<file path="src/inc/epw_pkg.sv">
/*
 * Shared constants and types for the enhanced PWM unit and its period timer:
 * register byte addresses, reset values, field positions, bus carriers.
 * Assumes an AXI4-Lite master with 32-bit data and a single clock domain.
 */
package epw_pkg;

	// Register byte addresses on the AXI4-Lite bus.
	localparam int unsigned ADDR_W          = 8;
	localparam logic [7:0]  ADDR_TMR_COUNT  = 8'h00;
	localparam logic [7:0]  ADDR_TMR_CTRL   = 8'h04;
	localparam logic [7:0]  ADDR_TMR_LIMIT  = 8'h08;
	localparam logic [7:0]  ADDR_DUTY_LO    = 8'h0C;
	localparam logic [7:0]  ADDR_DUTY_HI    = 8'h10;
	localparam logic [7:0]  ADDR_UNIT_CTRL  = 8'h14;
	localparam logic [7:0]  ADDR_SHDN_CTRL  = 8'h18;
	localparam logic [7:0]  ADDR_RESTART    = 8'h1C;
	localparam logic [7:0]  ADDR_IRQ_STAT   = 8'h20;
	localparam logic [7:0]  ADDR_IRQ_MASK   = 8'h24;
	localparam logic [7:0]  ADDR_PIN_DIR    = 8'h28;

	// Reset values.
	localparam logic [7:0]  RST_ZERO        = 8'h00;
	localparam logic [7:0]  RST_TMR_LIMIT   = 8'hFF;
	localparam logic [7:0]  RST_PIN_DIR     = 8'h01;

	// Field positions and masks.
	localparam int unsigned CTL_ON_BIT      = 2;
	localparam int unsigned CTL_PS_LSB      = 0;
	localparam int unsigned CTL_OPS_LSB     = 3;
	localparam logic [7:0]  CTL_IMPL_MASK   = 8'h7F;
	localparam int unsigned UNIT_MODE_LSB   = 2;
	localparam logic [1:0]  UNIT_MODE_PWM   = 2'h3;
	localparam int unsigned IRQ_PERIOD_BIT  = 1;
	localparam int unsigned IRQ_OSCF_BIT    = 7;
	localparam logic [7:0]  IRQ_IMPL_MASK   = 8'h82;
	localparam int unsigned PIN_DIR_BIT     = 0;
	localparam logic [7:0]  PIN_DIR_MASK    = 8'h01;
	// Bits kept implemented on the small-package build.
	localparam logic [7:0]  UNIT_SMALL_MASK = 8'h3F;
	localparam logic [7:0]  SHDN_SMALL_MASK = 8'hFC;
	localparam logic [7:0]  RSTR_SMALL_MASK = 8'h80;

	// Prescaler terminal counts for divide by 1, 4 and 16.
	localparam logic [3:0]  PS_END_1        = 4'h0;
	localparam logic [3:0]  PS_END_4        = 4'h3;
	localparam logic [3:0]  PS_END_16       = 4'hF;

	localparam logic [1:0]  RESP_OKAY       = 2'h0;
	localparam logic [1:0]  RESP_SLVERR     = 2'h2;

	// Clock source feeding the period timer, one-hot.
	typedef enum logic [2:0] {
		EPW_CK_PRIMARY = 3'b001,
		EPW_CK_ALT     = 3'b010,
		EPW_CK_INT_OSC = 3'b100
	} epw_clk_src_e;

	typedef struct packed {
		logic              awvalid;
		logic [ADDR_W-1:0] awaddr;
		logic              wvalid;
		logic [31:0]       wdata;
		logic [3:0]        wstrb;
		logic              bready;
		logic              arvalid;
		logic [ADDR_W-1:0] araddr;
		logic              rready;
	} epw_axi_req_s;

	typedef struct packed {
		logic        awready;
		logic        wready;
		logic        bvalid;
		logic [1:0]  bresp;
		logic        arready;
		logic        rvalid;
		logic [31:0] rdata;
		logic [1:0]  rresp;
	} epw_axi_rsp_s;

endpackage : epw_pkg

</file>
<file path="src/hdl/epw_unit.sv">
/*
 * Enhanced PWM unit with its period timer, power-mode clock gating,
 * clock-failure switchover and an AXI4-Lite register slave.
 * Assumes the power controller supplies sleep, mode and tick strobes
 * synchronous to i_mclk, and one AXI4-Lite master.
 */
`timescale 1ns/1ps

// What this block does
// - In sleep the period timer does not count; only clock source, failure flag and interrupt status change.
// - In sleep an actively driven PWM pin keeps its level until wake.
// - On wake the unit continues from the exact state held at sleep entry.
// - In primary-clock idle the unit keeps running on the primary clock.
// - In other power modes the timer advances on the selected mode clock.
// - A monitored clock failure enters internal-osc run and sets flag bit 7.
// - After clock failure the timer advances on the internal oscillator.
// - Any reset makes the pin an input and resets every unit register.
// - After reset the unit is in basic-compatible mode, no PWM active.
// - On the small package the output, shutdown-B/D and delay bits are 0.
// - Unimplemented bits, such as timer control bit 7, read as zero.
module epw_unit
	import epw_pkg::*;
#(
	parameter bit SMALL_PKG = 1'b0
) (
	input  wire logic         i_mclk,
	input  wire logic         i_rst,
	input  wire epw_axi_req_s i_axi_req,
	output epw_axi_rsp_s      o_axi_rsp,
	input  wire logic         i_sleep,
	input  wire logic         i_pm_alt,
	input  wire logic         i_alt_tick,
	input  wire logic         i_int_osc_tick,
	input  wire logic         i_fscm_en,
	input  wire logic         i_clk_fail,
	output logic              o_pwm_out,
	output logic              o_pwm_oe_n,
	output logic              o_int_run,
	output logic              o_irq
);

	// Address decode used by both the write and the read path.
	function automatic logic addr_known(input logic [ADDR_W-1:0] a);
		case (a)
			ADDR_TMR_COUNT, ADDR_TMR_CTRL, ADDR_TMR_LIMIT, ADDR_DUTY_LO,
			ADDR_DUTY_HI, ADDR_UNIT_CTRL, ADDR_SHDN_CTRL, ADDR_RESTART,
			ADDR_IRQ_STAT, ADDR_IRQ_MASK, ADDR_PIN_DIR: addr_known = 1'b1;
			default: addr_known = 1'b0;
		endcase
	endfunction : addr_known

	// Unimplemented positions on the small package are forced low.
	localparam logic [7:0] UNIT_WMASK = SMALL_PKG ? UNIT_SMALL_MASK : 8'hFF;
	localparam logic [7:0] SHDN_WMASK = SMALL_PKG ? SHDN_SMALL_MASK : 8'hFF;
	localparam logic [7:0] RSTR_WMASK = SMALL_PKG ? RSTR_SMALL_MASK : 8'hFF;

	epw_axi_rsp_s          rsp_next;
	logic                  aw_full_reg, aw_full_next;
	logic                  w_full_reg, w_full_next;
	logic [ADDR_W-1:0]     awaddr_reg, awaddr_next;
	logic [7:0]            wbyte_reg, wbyte_next;
	logic                  wlane_reg, wlane_next;
	logic                  wr_en;
	logic [ADDR_W-1:0]     wr_addr;
	logic [7:0]            wr_data;
	logic [7:0]            rd_byte;

	logic [7:0]   tmr_count_reg, tmr_count_next;
	logic [7:0]   tmr_ctrl_reg, tmr_ctrl_next;
	logic [7:0]   tmr_limit_reg, tmr_limit_next;
	logic [7:0]   duty_lo_reg, duty_lo_next;
	logic [7:0]   duty_hi_reg, duty_hi_next;
	logic [7:0]   unit_ctrl_reg, unit_ctrl_next;
	logic [7:0]   shdn_ctrl_reg, shdn_ctrl_next;
	logic [7:0]   restart_reg, restart_next;
	logic [7:0]   irq_stat_reg, irq_stat_next;
	logic [7:0]   irq_mask_reg, irq_mask_next;
	logic [7:0]   pin_dir_reg, pin_dir_next;
	logic [3:0]   pre_cnt_reg, pre_cnt_next;
	logic [3:0]   post_cnt_reg, post_cnt_next;
	logic         fail_reg, fail_next;
	epw_clk_src_e clk_src_reg, clk_src_next;
	logic         pwm_out_next, oe_n_next, int_run_next, irq_next;
	logic         tick;
	logic [3:0]   pre_end;
	logic [7:0]   events;

	// Read mux; unmapped addresses and unimplemented bits read as zero.
	always_comb begin
		case (i_axi_req.araddr)
			ADDR_TMR_COUNT: rd_byte = tmr_count_reg;
			ADDR_TMR_CTRL:  rd_byte = tmr_ctrl_reg & CTL_IMPL_MASK;
			ADDR_TMR_LIMIT: rd_byte = tmr_limit_reg;
			ADDR_DUTY_LO:   rd_byte = duty_lo_reg;
			ADDR_DUTY_HI:   rd_byte = duty_hi_reg;
			ADDR_UNIT_CTRL: rd_byte = unit_ctrl_reg;
			ADDR_SHDN_CTRL: rd_byte = shdn_ctrl_reg;
			ADDR_RESTART:   rd_byte = restart_reg;
			ADDR_IRQ_STAT:  rd_byte = irq_stat_reg;
			ADDR_IRQ_MASK:  rd_byte = irq_mask_reg;
			ADDR_PIN_DIR:   rd_byte = pin_dir_reg;
			default:        rd_byte = RST_ZERO;
		endcase
	end

	// Bus slave: address and data are taken in either order, the write
	// happens once both are held, and a single response follows.
	always_comb begin
		rsp_next     = o_axi_rsp;
		aw_full_next = aw_full_reg;
		w_full_next  = w_full_reg;
		awaddr_next  = awaddr_reg;
		wbyte_next   = wbyte_reg;
		wlane_next   = wlane_reg;
		wr_en        = 1'b0;
		wr_addr      = awaddr_reg;
		wr_data      = wbyte_reg;
		if (o_axi_rsp.awready && i_axi_req.awvalid) begin
			aw_full_next = 1'b1;
			awaddr_next  = i_axi_req.awaddr;
		end
		if (o_axi_rsp.wready && i_axi_req.wvalid) begin
			w_full_next = 1'b1;
			wbyte_next  = i_axi_req.wdata[7:0];
			wlane_next  = i_axi_req.wstrb[0];
		end
		if (o_axi_rsp.bvalid && i_axi_req.bready) begin
			rsp_next.bvalid = 1'b0;
		end
		if (aw_full_next && w_full_next && !o_axi_rsp.bvalid) begin
			// Only byte lane 0 carries register data.
			wr_en           = wlane_next && addr_known(awaddr_next);
			wr_addr         = awaddr_next;
			wr_data         = wbyte_next;
			rsp_next.bvalid = 1'b1;
			rsp_next.bresp  = addr_known(awaddr_next) ? RESP_OKAY
			                                          : RESP_SLVERR;
			aw_full_next    = 1'b0;
			w_full_next     = 1'b0;
		end
		rsp_next.awready = !aw_full_next && !rsp_next.bvalid;
		rsp_next.wready  = !w_full_next && !rsp_next.bvalid;
		if (o_axi_rsp.rvalid && i_axi_req.rready) begin
			rsp_next.rvalid = 1'b0;
		end
		if (o_axi_rsp.arready && i_axi_req.arvalid) begin
			rsp_next.rvalid = 1'b1;
			rsp_next.rdata  = {24'h000000, rd_byte};
			rsp_next.rresp  = addr_known(i_axi_req.araddr) ? RESP_OKAY
			                                               : RESP_SLVERR;
		end
		rsp_next.arready = !rsp_next.rvalid;
	end

	// Bus slave registers; all handshakes start low in reset.
	always_ff @(posedge i_mclk) begin
		if (i_rst) begin
			o_axi_rsp   <= '0;
			aw_full_reg <= 1'b0;
			w_full_reg  <= 1'b0;
			awaddr_reg  <= '0;
			wbyte_reg   <= RST_ZERO;
			wlane_reg   <= 1'b0;
		end else begin
			o_axi_rsp   <= rsp_next;
			aw_full_reg <= aw_full_next;
			w_full_reg  <= w_full_next;
			awaddr_reg  <= awaddr_next;
			wbyte_reg   <= wbyte_next;
			wlane_reg   <= wlane_next;
		end
	end

	// Timer tick from the active clock source.
	always_comb begin
		case (clk_src_reg)
			EPW_CK_PRIMARY: tick = 1'b1;
			EPW_CK_ALT:     tick = i_alt_tick;
			EPW_CK_INT_OSC: tick = i_int_osc_tick;
			default:        tick = 1'b0;
		endcase
		case (tmr_ctrl_reg[CTL_PS_LSB +: 2])
			2'h0:    pre_end = PS_END_1;
			2'h1:    pre_end = PS_END_4;
			default: pre_end = PS_END_16;
		endcase
	end

	// Unit state: registers, period timer, PWM output, clock source, flags.
	// The clock-source and flag logic sits outside the frozen unit so a
	// failure seen during sleep is still recorded.
	always_comb begin
		tmr_count_next = tmr_count_reg;
		tmr_ctrl_next  = tmr_ctrl_reg;
		tmr_limit_next = tmr_limit_reg;
		duty_lo_next   = duty_lo_reg;
		duty_hi_next   = duty_hi_reg;
		unit_ctrl_next = unit_ctrl_reg;
		shdn_ctrl_next = shdn_ctrl_reg;
		restart_next   = restart_reg;
		irq_mask_next  = irq_mask_reg;
		pin_dir_next   = pin_dir_reg;
		pre_cnt_next   = pre_cnt_reg;
		post_cnt_next  = post_cnt_reg;
		pwm_out_next   = o_pwm_out;
		events         = RST_ZERO;
		fail_next      = fail_reg;
		if (i_fscm_en && i_clk_fail && !fail_reg) begin
			fail_next                = 1'b1;
			events[IRQ_OSCF_BIT]     = 1'b1;
		end
		if (fail_next) begin
			clk_src_next = EPW_CK_INT_OSC;
		end else if (i_pm_alt) begin
			clk_src_next = EPW_CK_ALT;
		end else begin
			clk_src_next = EPW_CK_PRIMARY;
		end
		if (!i_sleep) begin
			if (tmr_ctrl_reg[CTL_ON_BIT] && tick) begin
				pre_cnt_next = pre_cnt_reg + 4'h1;
				if (pre_cnt_reg >= pre_end) begin
					pre_cnt_next = 4'h0;
					if (tmr_count_reg == tmr_limit_reg) begin
						// Period end reloads the duty shadow.
						tmr_count_next = 8'h00;
						duty_hi_next   = duty_lo_reg;
						if (post_cnt_reg ==
						    tmr_ctrl_reg[CTL_OPS_LSB +: 4]) begin
							post_cnt_next          = 4'h0;
							events[IRQ_PERIOD_BIT] = 1'b1;
						end else begin
							post_cnt_next = post_cnt_reg + 4'h1;
						end
					end else begin
						tmr_count_next = tmr_count_reg + 8'h01;
					end
				end
			end
			if (wr_en) begin
				case (wr_addr)
					ADDR_TMR_COUNT: tmr_count_next = wr_data;
					ADDR_TMR_CTRL:  tmr_ctrl_next = wr_data & CTL_IMPL_MASK;
					ADDR_TMR_LIMIT: tmr_limit_next = wr_data;
					ADDR_DUTY_LO:   duty_lo_next = wr_data;
					ADDR_DUTY_HI:   duty_hi_next = wr_data;
					ADDR_UNIT_CTRL: unit_ctrl_next = wr_data & UNIT_WMASK;
					ADDR_SHDN_CTRL: shdn_ctrl_next = wr_data & SHDN_WMASK;
					ADDR_RESTART:   restart_next = wr_data & RSTR_WMASK;
					ADDR_IRQ_MASK:  irq_mask_next = wr_data & IRQ_IMPL_MASK;
					ADDR_PIN_DIR:   pin_dir_next = wr_data & PIN_DIR_MASK;
					default:        pin_dir_next = pin_dir_reg;
				endcase
			end
			pwm_out_next = (unit_ctrl_reg[UNIT_MODE_LSB +: 2] ==
			                UNIT_MODE_PWM) && (tmr_count_reg < duty_hi_reg);
		end
		// Write-one-to-clear, but a new event in the same cycle wins.
		irq_stat_next = irq_stat_reg | events;
		if (wr_en && wr_addr == ADDR_IRQ_STAT) begin
			irq_stat_next = (irq_stat_reg & ~wr_data) | events;
		end
		oe_n_next    = pin_dir_next[PIN_DIR_BIT];
		int_run_next = (clk_src_next == EPW_CK_INT_OSC);
		irq_next     = |(irq_stat_next & irq_mask_next);
	end

	always_ff @(posedge i_mclk) begin
		if (i_rst) begin
			tmr_count_reg <= RST_ZERO;
			tmr_ctrl_reg  <= RST_ZERO;
			tmr_limit_reg <= RST_TMR_LIMIT;
			duty_lo_reg   <= RST_ZERO;
			duty_hi_reg   <= RST_ZERO;
			unit_ctrl_reg <= RST_ZERO;
			shdn_ctrl_reg <= RST_ZERO;
			restart_reg   <= RST_ZERO;
			irq_stat_reg  <= RST_ZERO;
			irq_mask_reg  <= RST_ZERO;
			pin_dir_reg   <= RST_PIN_DIR;
			pre_cnt_reg   <= 4'h0;
			post_cnt_reg  <= 4'h0;
			fail_reg      <= 1'b0;
			clk_src_reg   <= EPW_CK_PRIMARY;
			o_pwm_out     <= 1'b0;
			o_pwm_oe_n    <= 1'b1;
			o_int_run     <= 1'b0;
			o_irq         <= 1'b0;
		end else begin
			tmr_count_reg <= tmr_count_next;
			tmr_ctrl_reg  <= tmr_ctrl_next;
			tmr_limit_reg <= tmr_limit_next;
			duty_lo_reg   <= duty_lo_next;
			duty_hi_reg   <= duty_hi_next;
			unit_ctrl_reg <= unit_ctrl_next;
			shdn_ctrl_reg <= shdn_ctrl_next;
			restart_reg   <= restart_next;
			irq_stat_reg  <= irq_stat_next;
			irq_mask_reg  <= irq_mask_next;
			pin_dir_reg   <= pin_dir_next;
			pre_cnt_reg   <= pre_cnt_next;
			post_cnt_reg  <= post_cnt_next;
			fail_reg      <= fail_next;
			clk_src_reg   <= clk_src_next;
			o_pwm_out     <= pwm_out_next;
			o_pwm_oe_n    <= oe_n_next;
			o_int_run     <= int_run_next;
			o_irq         <= irq_next;
		end
	end
endmodule : epw_unit

</file>
<file path="config.mk">
export PLATFORM = sky130hd
export DESIGN_NAME = epw_unit
export DESIGN_NICKNAME = d
export VERILOG_FILES = /design/src/inc/epw_pkg.sv /design/src/hdl/epw_unit.sv
export SDC_FILE = /design/constraint.sdc
export NUM_CORES = 1
export LEC_CHECK = 0
export BUFFER_PORTS_ARGS = -buffer_cell sky130_fd_sc_hd__buf_4
export CORE_MARGIN = 5
export CORE_UTILIZATION = 57
export CTS_CLUSTER_DIAMETER = 100
export DETAILED_ROUTE_END_ITERATION = 10
export GPL_TIMING_DRIVEN = 0
export MAX_ROUTING_LAYER = met4
export PLACE_DENSITY = 0.83
export SKIP_LAST_GASP = 1
export SLEW_MARGIN = 20
export SYNTH_ARGS = -nofsm -noshare
export SYNTH_HDL_FRONTEND = slang
export SYNTH_SLANG_ARGS = --single-unit
</file>
<file path="constraint.sdc">
create_clock -name i_mclk -period 3.2 [get_ports i_mclk]
set_input_delay 0 -clock i_mclk [delete_from_list [all_inputs] [get_ports i_mclk]]
set_output_delay 0 -clock i_mclk [all_outputs]
set_load 0.02 [all_outputs]
</file>
==> impl_metrics.json <==
{
  "status": "finished clean",
  "switchingPower_mw": 1.01,
  "fp.dieH_um": 117,
  "r2r_end": "duty_hi_reg[6]$_SDFFE_PP0N_",
  "ctsResizeCount": 0,
  "io_pins": 110,
  "fin_crit_ns": 2.98,
  "power_density_nw_per_um2": 488,
  "netlist_instances": 750,
  "first_pass_iters": 7,
  "finalSetupViolCount": 0,
  "rrSetupSlack_ns": 0.22,
  "path_cells": "or2_2 > ha_1 > nand2b_1 > a21o_1 > a211o_1 > nand4_1 > clkbuf_1 > nor3_1 > a21oi_1 > o221a_2",
  "muxShareOfSynthArea_pct": 8.89,
  "worst_slew_pin_slew_ns": 1.18,
  "tns_ns": 0,
  "fp.dieW_um": 117,
  "ys_seq_area_share_pct": 39.3,
  "vias_per_cell": 6.03,
  "fin_crit_sh_pct": 93.2,
  "yosys_warnings": 0,
  "cts_max_level": 4,
  "hp-class": "input port to flop",
  "crit_arrival_ns": 3.35,
  "cts_buffers": 17,
  "worst_slack_ns": 0.217,
  "grt_usage_pct": 31.0,
  "max_slew_margin_pct": 21.0,
  "clock-root-buffer": "clkbuf_16",
  "hpwl_um": 14500,
  "ys_ff_latch": 128,
  "p_int_mw": 2.95,
  "preCtsSetupSlack_ns": 0.173,
  "hold_depth": 4,
  "vdd_drop_max_mv": 0.532,
  "power_frac_seq_pct": 41.5,
  "synth_edf_count": 0,
  "antenna_found_initial": 0,
  "synth.distinct_cells": 74,
  "synth_top_family_by_area": "simple AND/OR/NAND/NOR gates",
  "drc_errors": 0,
  "wirelength_um": 20300,
  "rr_worst_depth": 10,
  "cp.required_ns": 3.57,
  "drive_above_1_share_pct": 19.0,
  "clk_latency_ns": 0.43,
  "power.total_mw": 3.96,
  "cts_buffer_depth": 2,
  "clk_pin_slew_worst_paths_ns": 0.06,
  "yosysTopAreaCell": "dfxtp_1",
  "finalHoldViolCount": 0,
  "fmax_ghz": 0.335,
  "area_growth_pct": 24.2,
  "rr_startpoint": "tmr_ctrl_reg[1]$_SDFFE_PP0P_",
  "gp_congestion": 0.994,
  "p_clk_share_pct": 48.0,
  "grt_pass1_vias": 6047,
  "coreArea_um2": 11300,
  "combPwrFrac_pct": 10.5,
  "initial_utilization_pct": 57.6,
  "ant_nets": 0,
  "mostFrequentLayoutCells": "dfxtp_1 (128), nor2_1 (89), buf_4 (84)",
  "synth_area_leaders": "dfxtp_1 (39%), mux2i_1 (7.1%), nor2_1 (5.1%)",
  "max_stage_delay_ns": 0.47,
  "synth_compound_area_share_pct": 16.9,
  "drv_slew": 0,
  "hp-start": "i_axi_req[56]",
  "synth-async-reset-ratio_pct": 0,
  "rows": 39,
  "grt_max_degree": 17,
  "fin_nets": 959,
  "worstPathMaxFanout": 10,
  "cts_tree": "yes",
  "cts_sinks": 128,
  "cp_slowest_cell": "clkbuf_1",
  "vias": 6242,
  "fin_area_um2": 8100,
  "switching_share_pct": 25.5,
  "drt_first_iter_violations": 833,
  "antennaDiodeCount": 0,
  "syn_avg_cell_area_um2": 8.69,
  "fillCellCount": 857,
  "dieArea_um2": 13700,
  "placed_cell_area_um2": 7220,
  "endpoint_kind": "flop",
  "skew_ns": 0.0110,
  "grt_first_pass_wirelength_um": 31400,
  "rsz0062_at_grt": "false",
  "port_buffers": 55,
  "drv_cap": 0,
  "netlist_area_um2": 6520,
  "whs_endpoint": "o_axi_rsp[40]$_SDFF_PP0_",
  "startpoint_type": "flop",
  "largest_reg_flops": 15,
  "synthSimpleGateAreaFrac_pct": 23.0,
  "grt.overflow.total": 0,
  "regMostFlops": "o_axi_rsp",
  "synthFlopType": "dfxtp_1",
  "yosys.area_share.adder_pct": 2.69,
  "yosysTopAreaCellShare_pct": 39.3,
  "synth_xor_area_share_pct": 2.55,
  "p_leak_nw": 3.11,
  "final_common_cell": "dfxtp_1",
  "path_class": "flop to flop",
  "wl_per_cell_um": 19.6
}
-- power groups by stage --
| stage | clock, mW | sequential (mW) | combinational, mW |
|---|---|---|---|
| after floorplan | 0 | 1.68 | 0.236 |
| after global placement | 0 | 1.67 | 0.362 |
| after detailed placement | 0 | 1.68 | 0.372 |
| after CTS | 1.91 | 1.64 | 0.403 |
| after global routing | 1.99 | 1.65 | 0.439 |
| final | 1.90 | 1.64 | 0.414 |
-- what timing repair did --
action                     in CTS  in global routing
hold endpoints to repair       30                  0
setup buffers                   0                  2
setup endpoints to repair       0                  1
hold buffers                   28                  0
-- metrics by stage --
step / cells / util, % / hold slack [ns]
2_1_floorplan: 775 / - / 0.0919
3_3_place_gp: 973 / 63.6 / 0.190
3_5_place_dp: 974 / 63.8 / 0.191
4_1_cts: 1034 / 71.4 / 0.0610
5_1_grt: 1036 / 71.5 / 0.106
6_report: 1036 / 71.5 / 0.0829
-- metal layers --
layer / GRT usage [%] / up-vias / routed length (um) / share of wire, %
met4: 15.7 / 0 / 875 / 4.3
met3: 6.48 / 73 / 1960 / 9.6
met2: 49.1 / 342 / 9720 / 48
met1: 37.4 / 2923 / 7760 / 38
li1: - / 2904 / - / -
met5: - / - / 0 / 0
-- final cells by class --
type                       count  area, um^2  share of cell area, %
tap                          143         179                   2.21
buffer                        58         345                   4.26
clock buffer                  19         443                   5.47
timing repair buffer          86         713                   8.81
sequential                   128        2560                   31.6
inverter                      23        86.3                   1.07
clock inverter                13         138                   1.70
multi-input combinational    566        3630                   44.8
-- worst max path at each step --
stage / start / to / slack, ns / depth (start not counted)
global placement: tmr_ctrl_reg[1]$_SDFFE_PP0P_ / tmr_count_reg[3]$_SDFFE_PP0N_ / 0.26 / 10
floorplan: tmr_ctrl_reg[1]$_SDFFE_PP0P_ / tmr_count_reg[3]$_SDFFE_PP0N_ / 0.58 / 10
detailed placement: tmr_ctrl_reg[1]$_SDFFE_PP0P_ / tmr_count_reg[3]$_SDFFE_PP0N_ / 0.17 / 10
CTS: tmr_ctrl_reg[1]$_SDFFE_PP0P_ / tmr_count_reg[3]$_SDFFE_PP0N_ / 0.16 / 10
finish: tmr_ctrl_reg[1]$_SDFFE_PP0P_ / duty_hi_reg[6]$_SDFFE_PP0N_ / 0.22 / 10
global route: tmr_ctrl_reg[1]$_SDFFE_PP0P_ / tmr_count_reg[3]$_SDFFE_PP0N_ / 0.14 / 10
-- critical path: cells and delay by family (launching register included) --
| kind | cells | cell delay (ns) |
|---|---|---|
| adder cells (fa/ha/maj) | 1 | 0.27 |
| flip-flops | 1 | 0.38 |
| buffers and inverters | 1 | 0.47 |
| AND/OR/NAND/NOR | 4 | 0.82 |
| AO/OA/AOI/OAI | 4 | 0.99 |
-- cells by family (layout without fill, tap and decap cells) --
kind of cell / after synthesis / count (layout)
simple gates: 297 / 297
compound gates: 154 / 154
flops: 128 / 128
buf+inv: 81 / 199
mux: 56 / 56
xor+xnor: 19 / 19
fa+ha+maj: 14 / 14
other cells: 1 / 26
-- synthesized netlist by cell type, types with 5 or more instances --
cell type,n
dfxtp_1,128
nor2_1,89
clkbuf_1,24
a21oi_1,49
nand2b_1,6
and3_1,17
a21o_1,7
nand4_1,14
inv_1,22
nor2b_1,7
o221a_2,8
ha_1,14
or3_1,5
mux2i_1,46
a222oi_1,13
nor3_1,15
xnor2_1,15
nor4_1,5
nand3_1,26
or2_2,5
nand2_1,74
a22oi_1,23
buf_4,27
mux2_2,8
o21ai_0,21
Power figures use the tool's default switching activity.
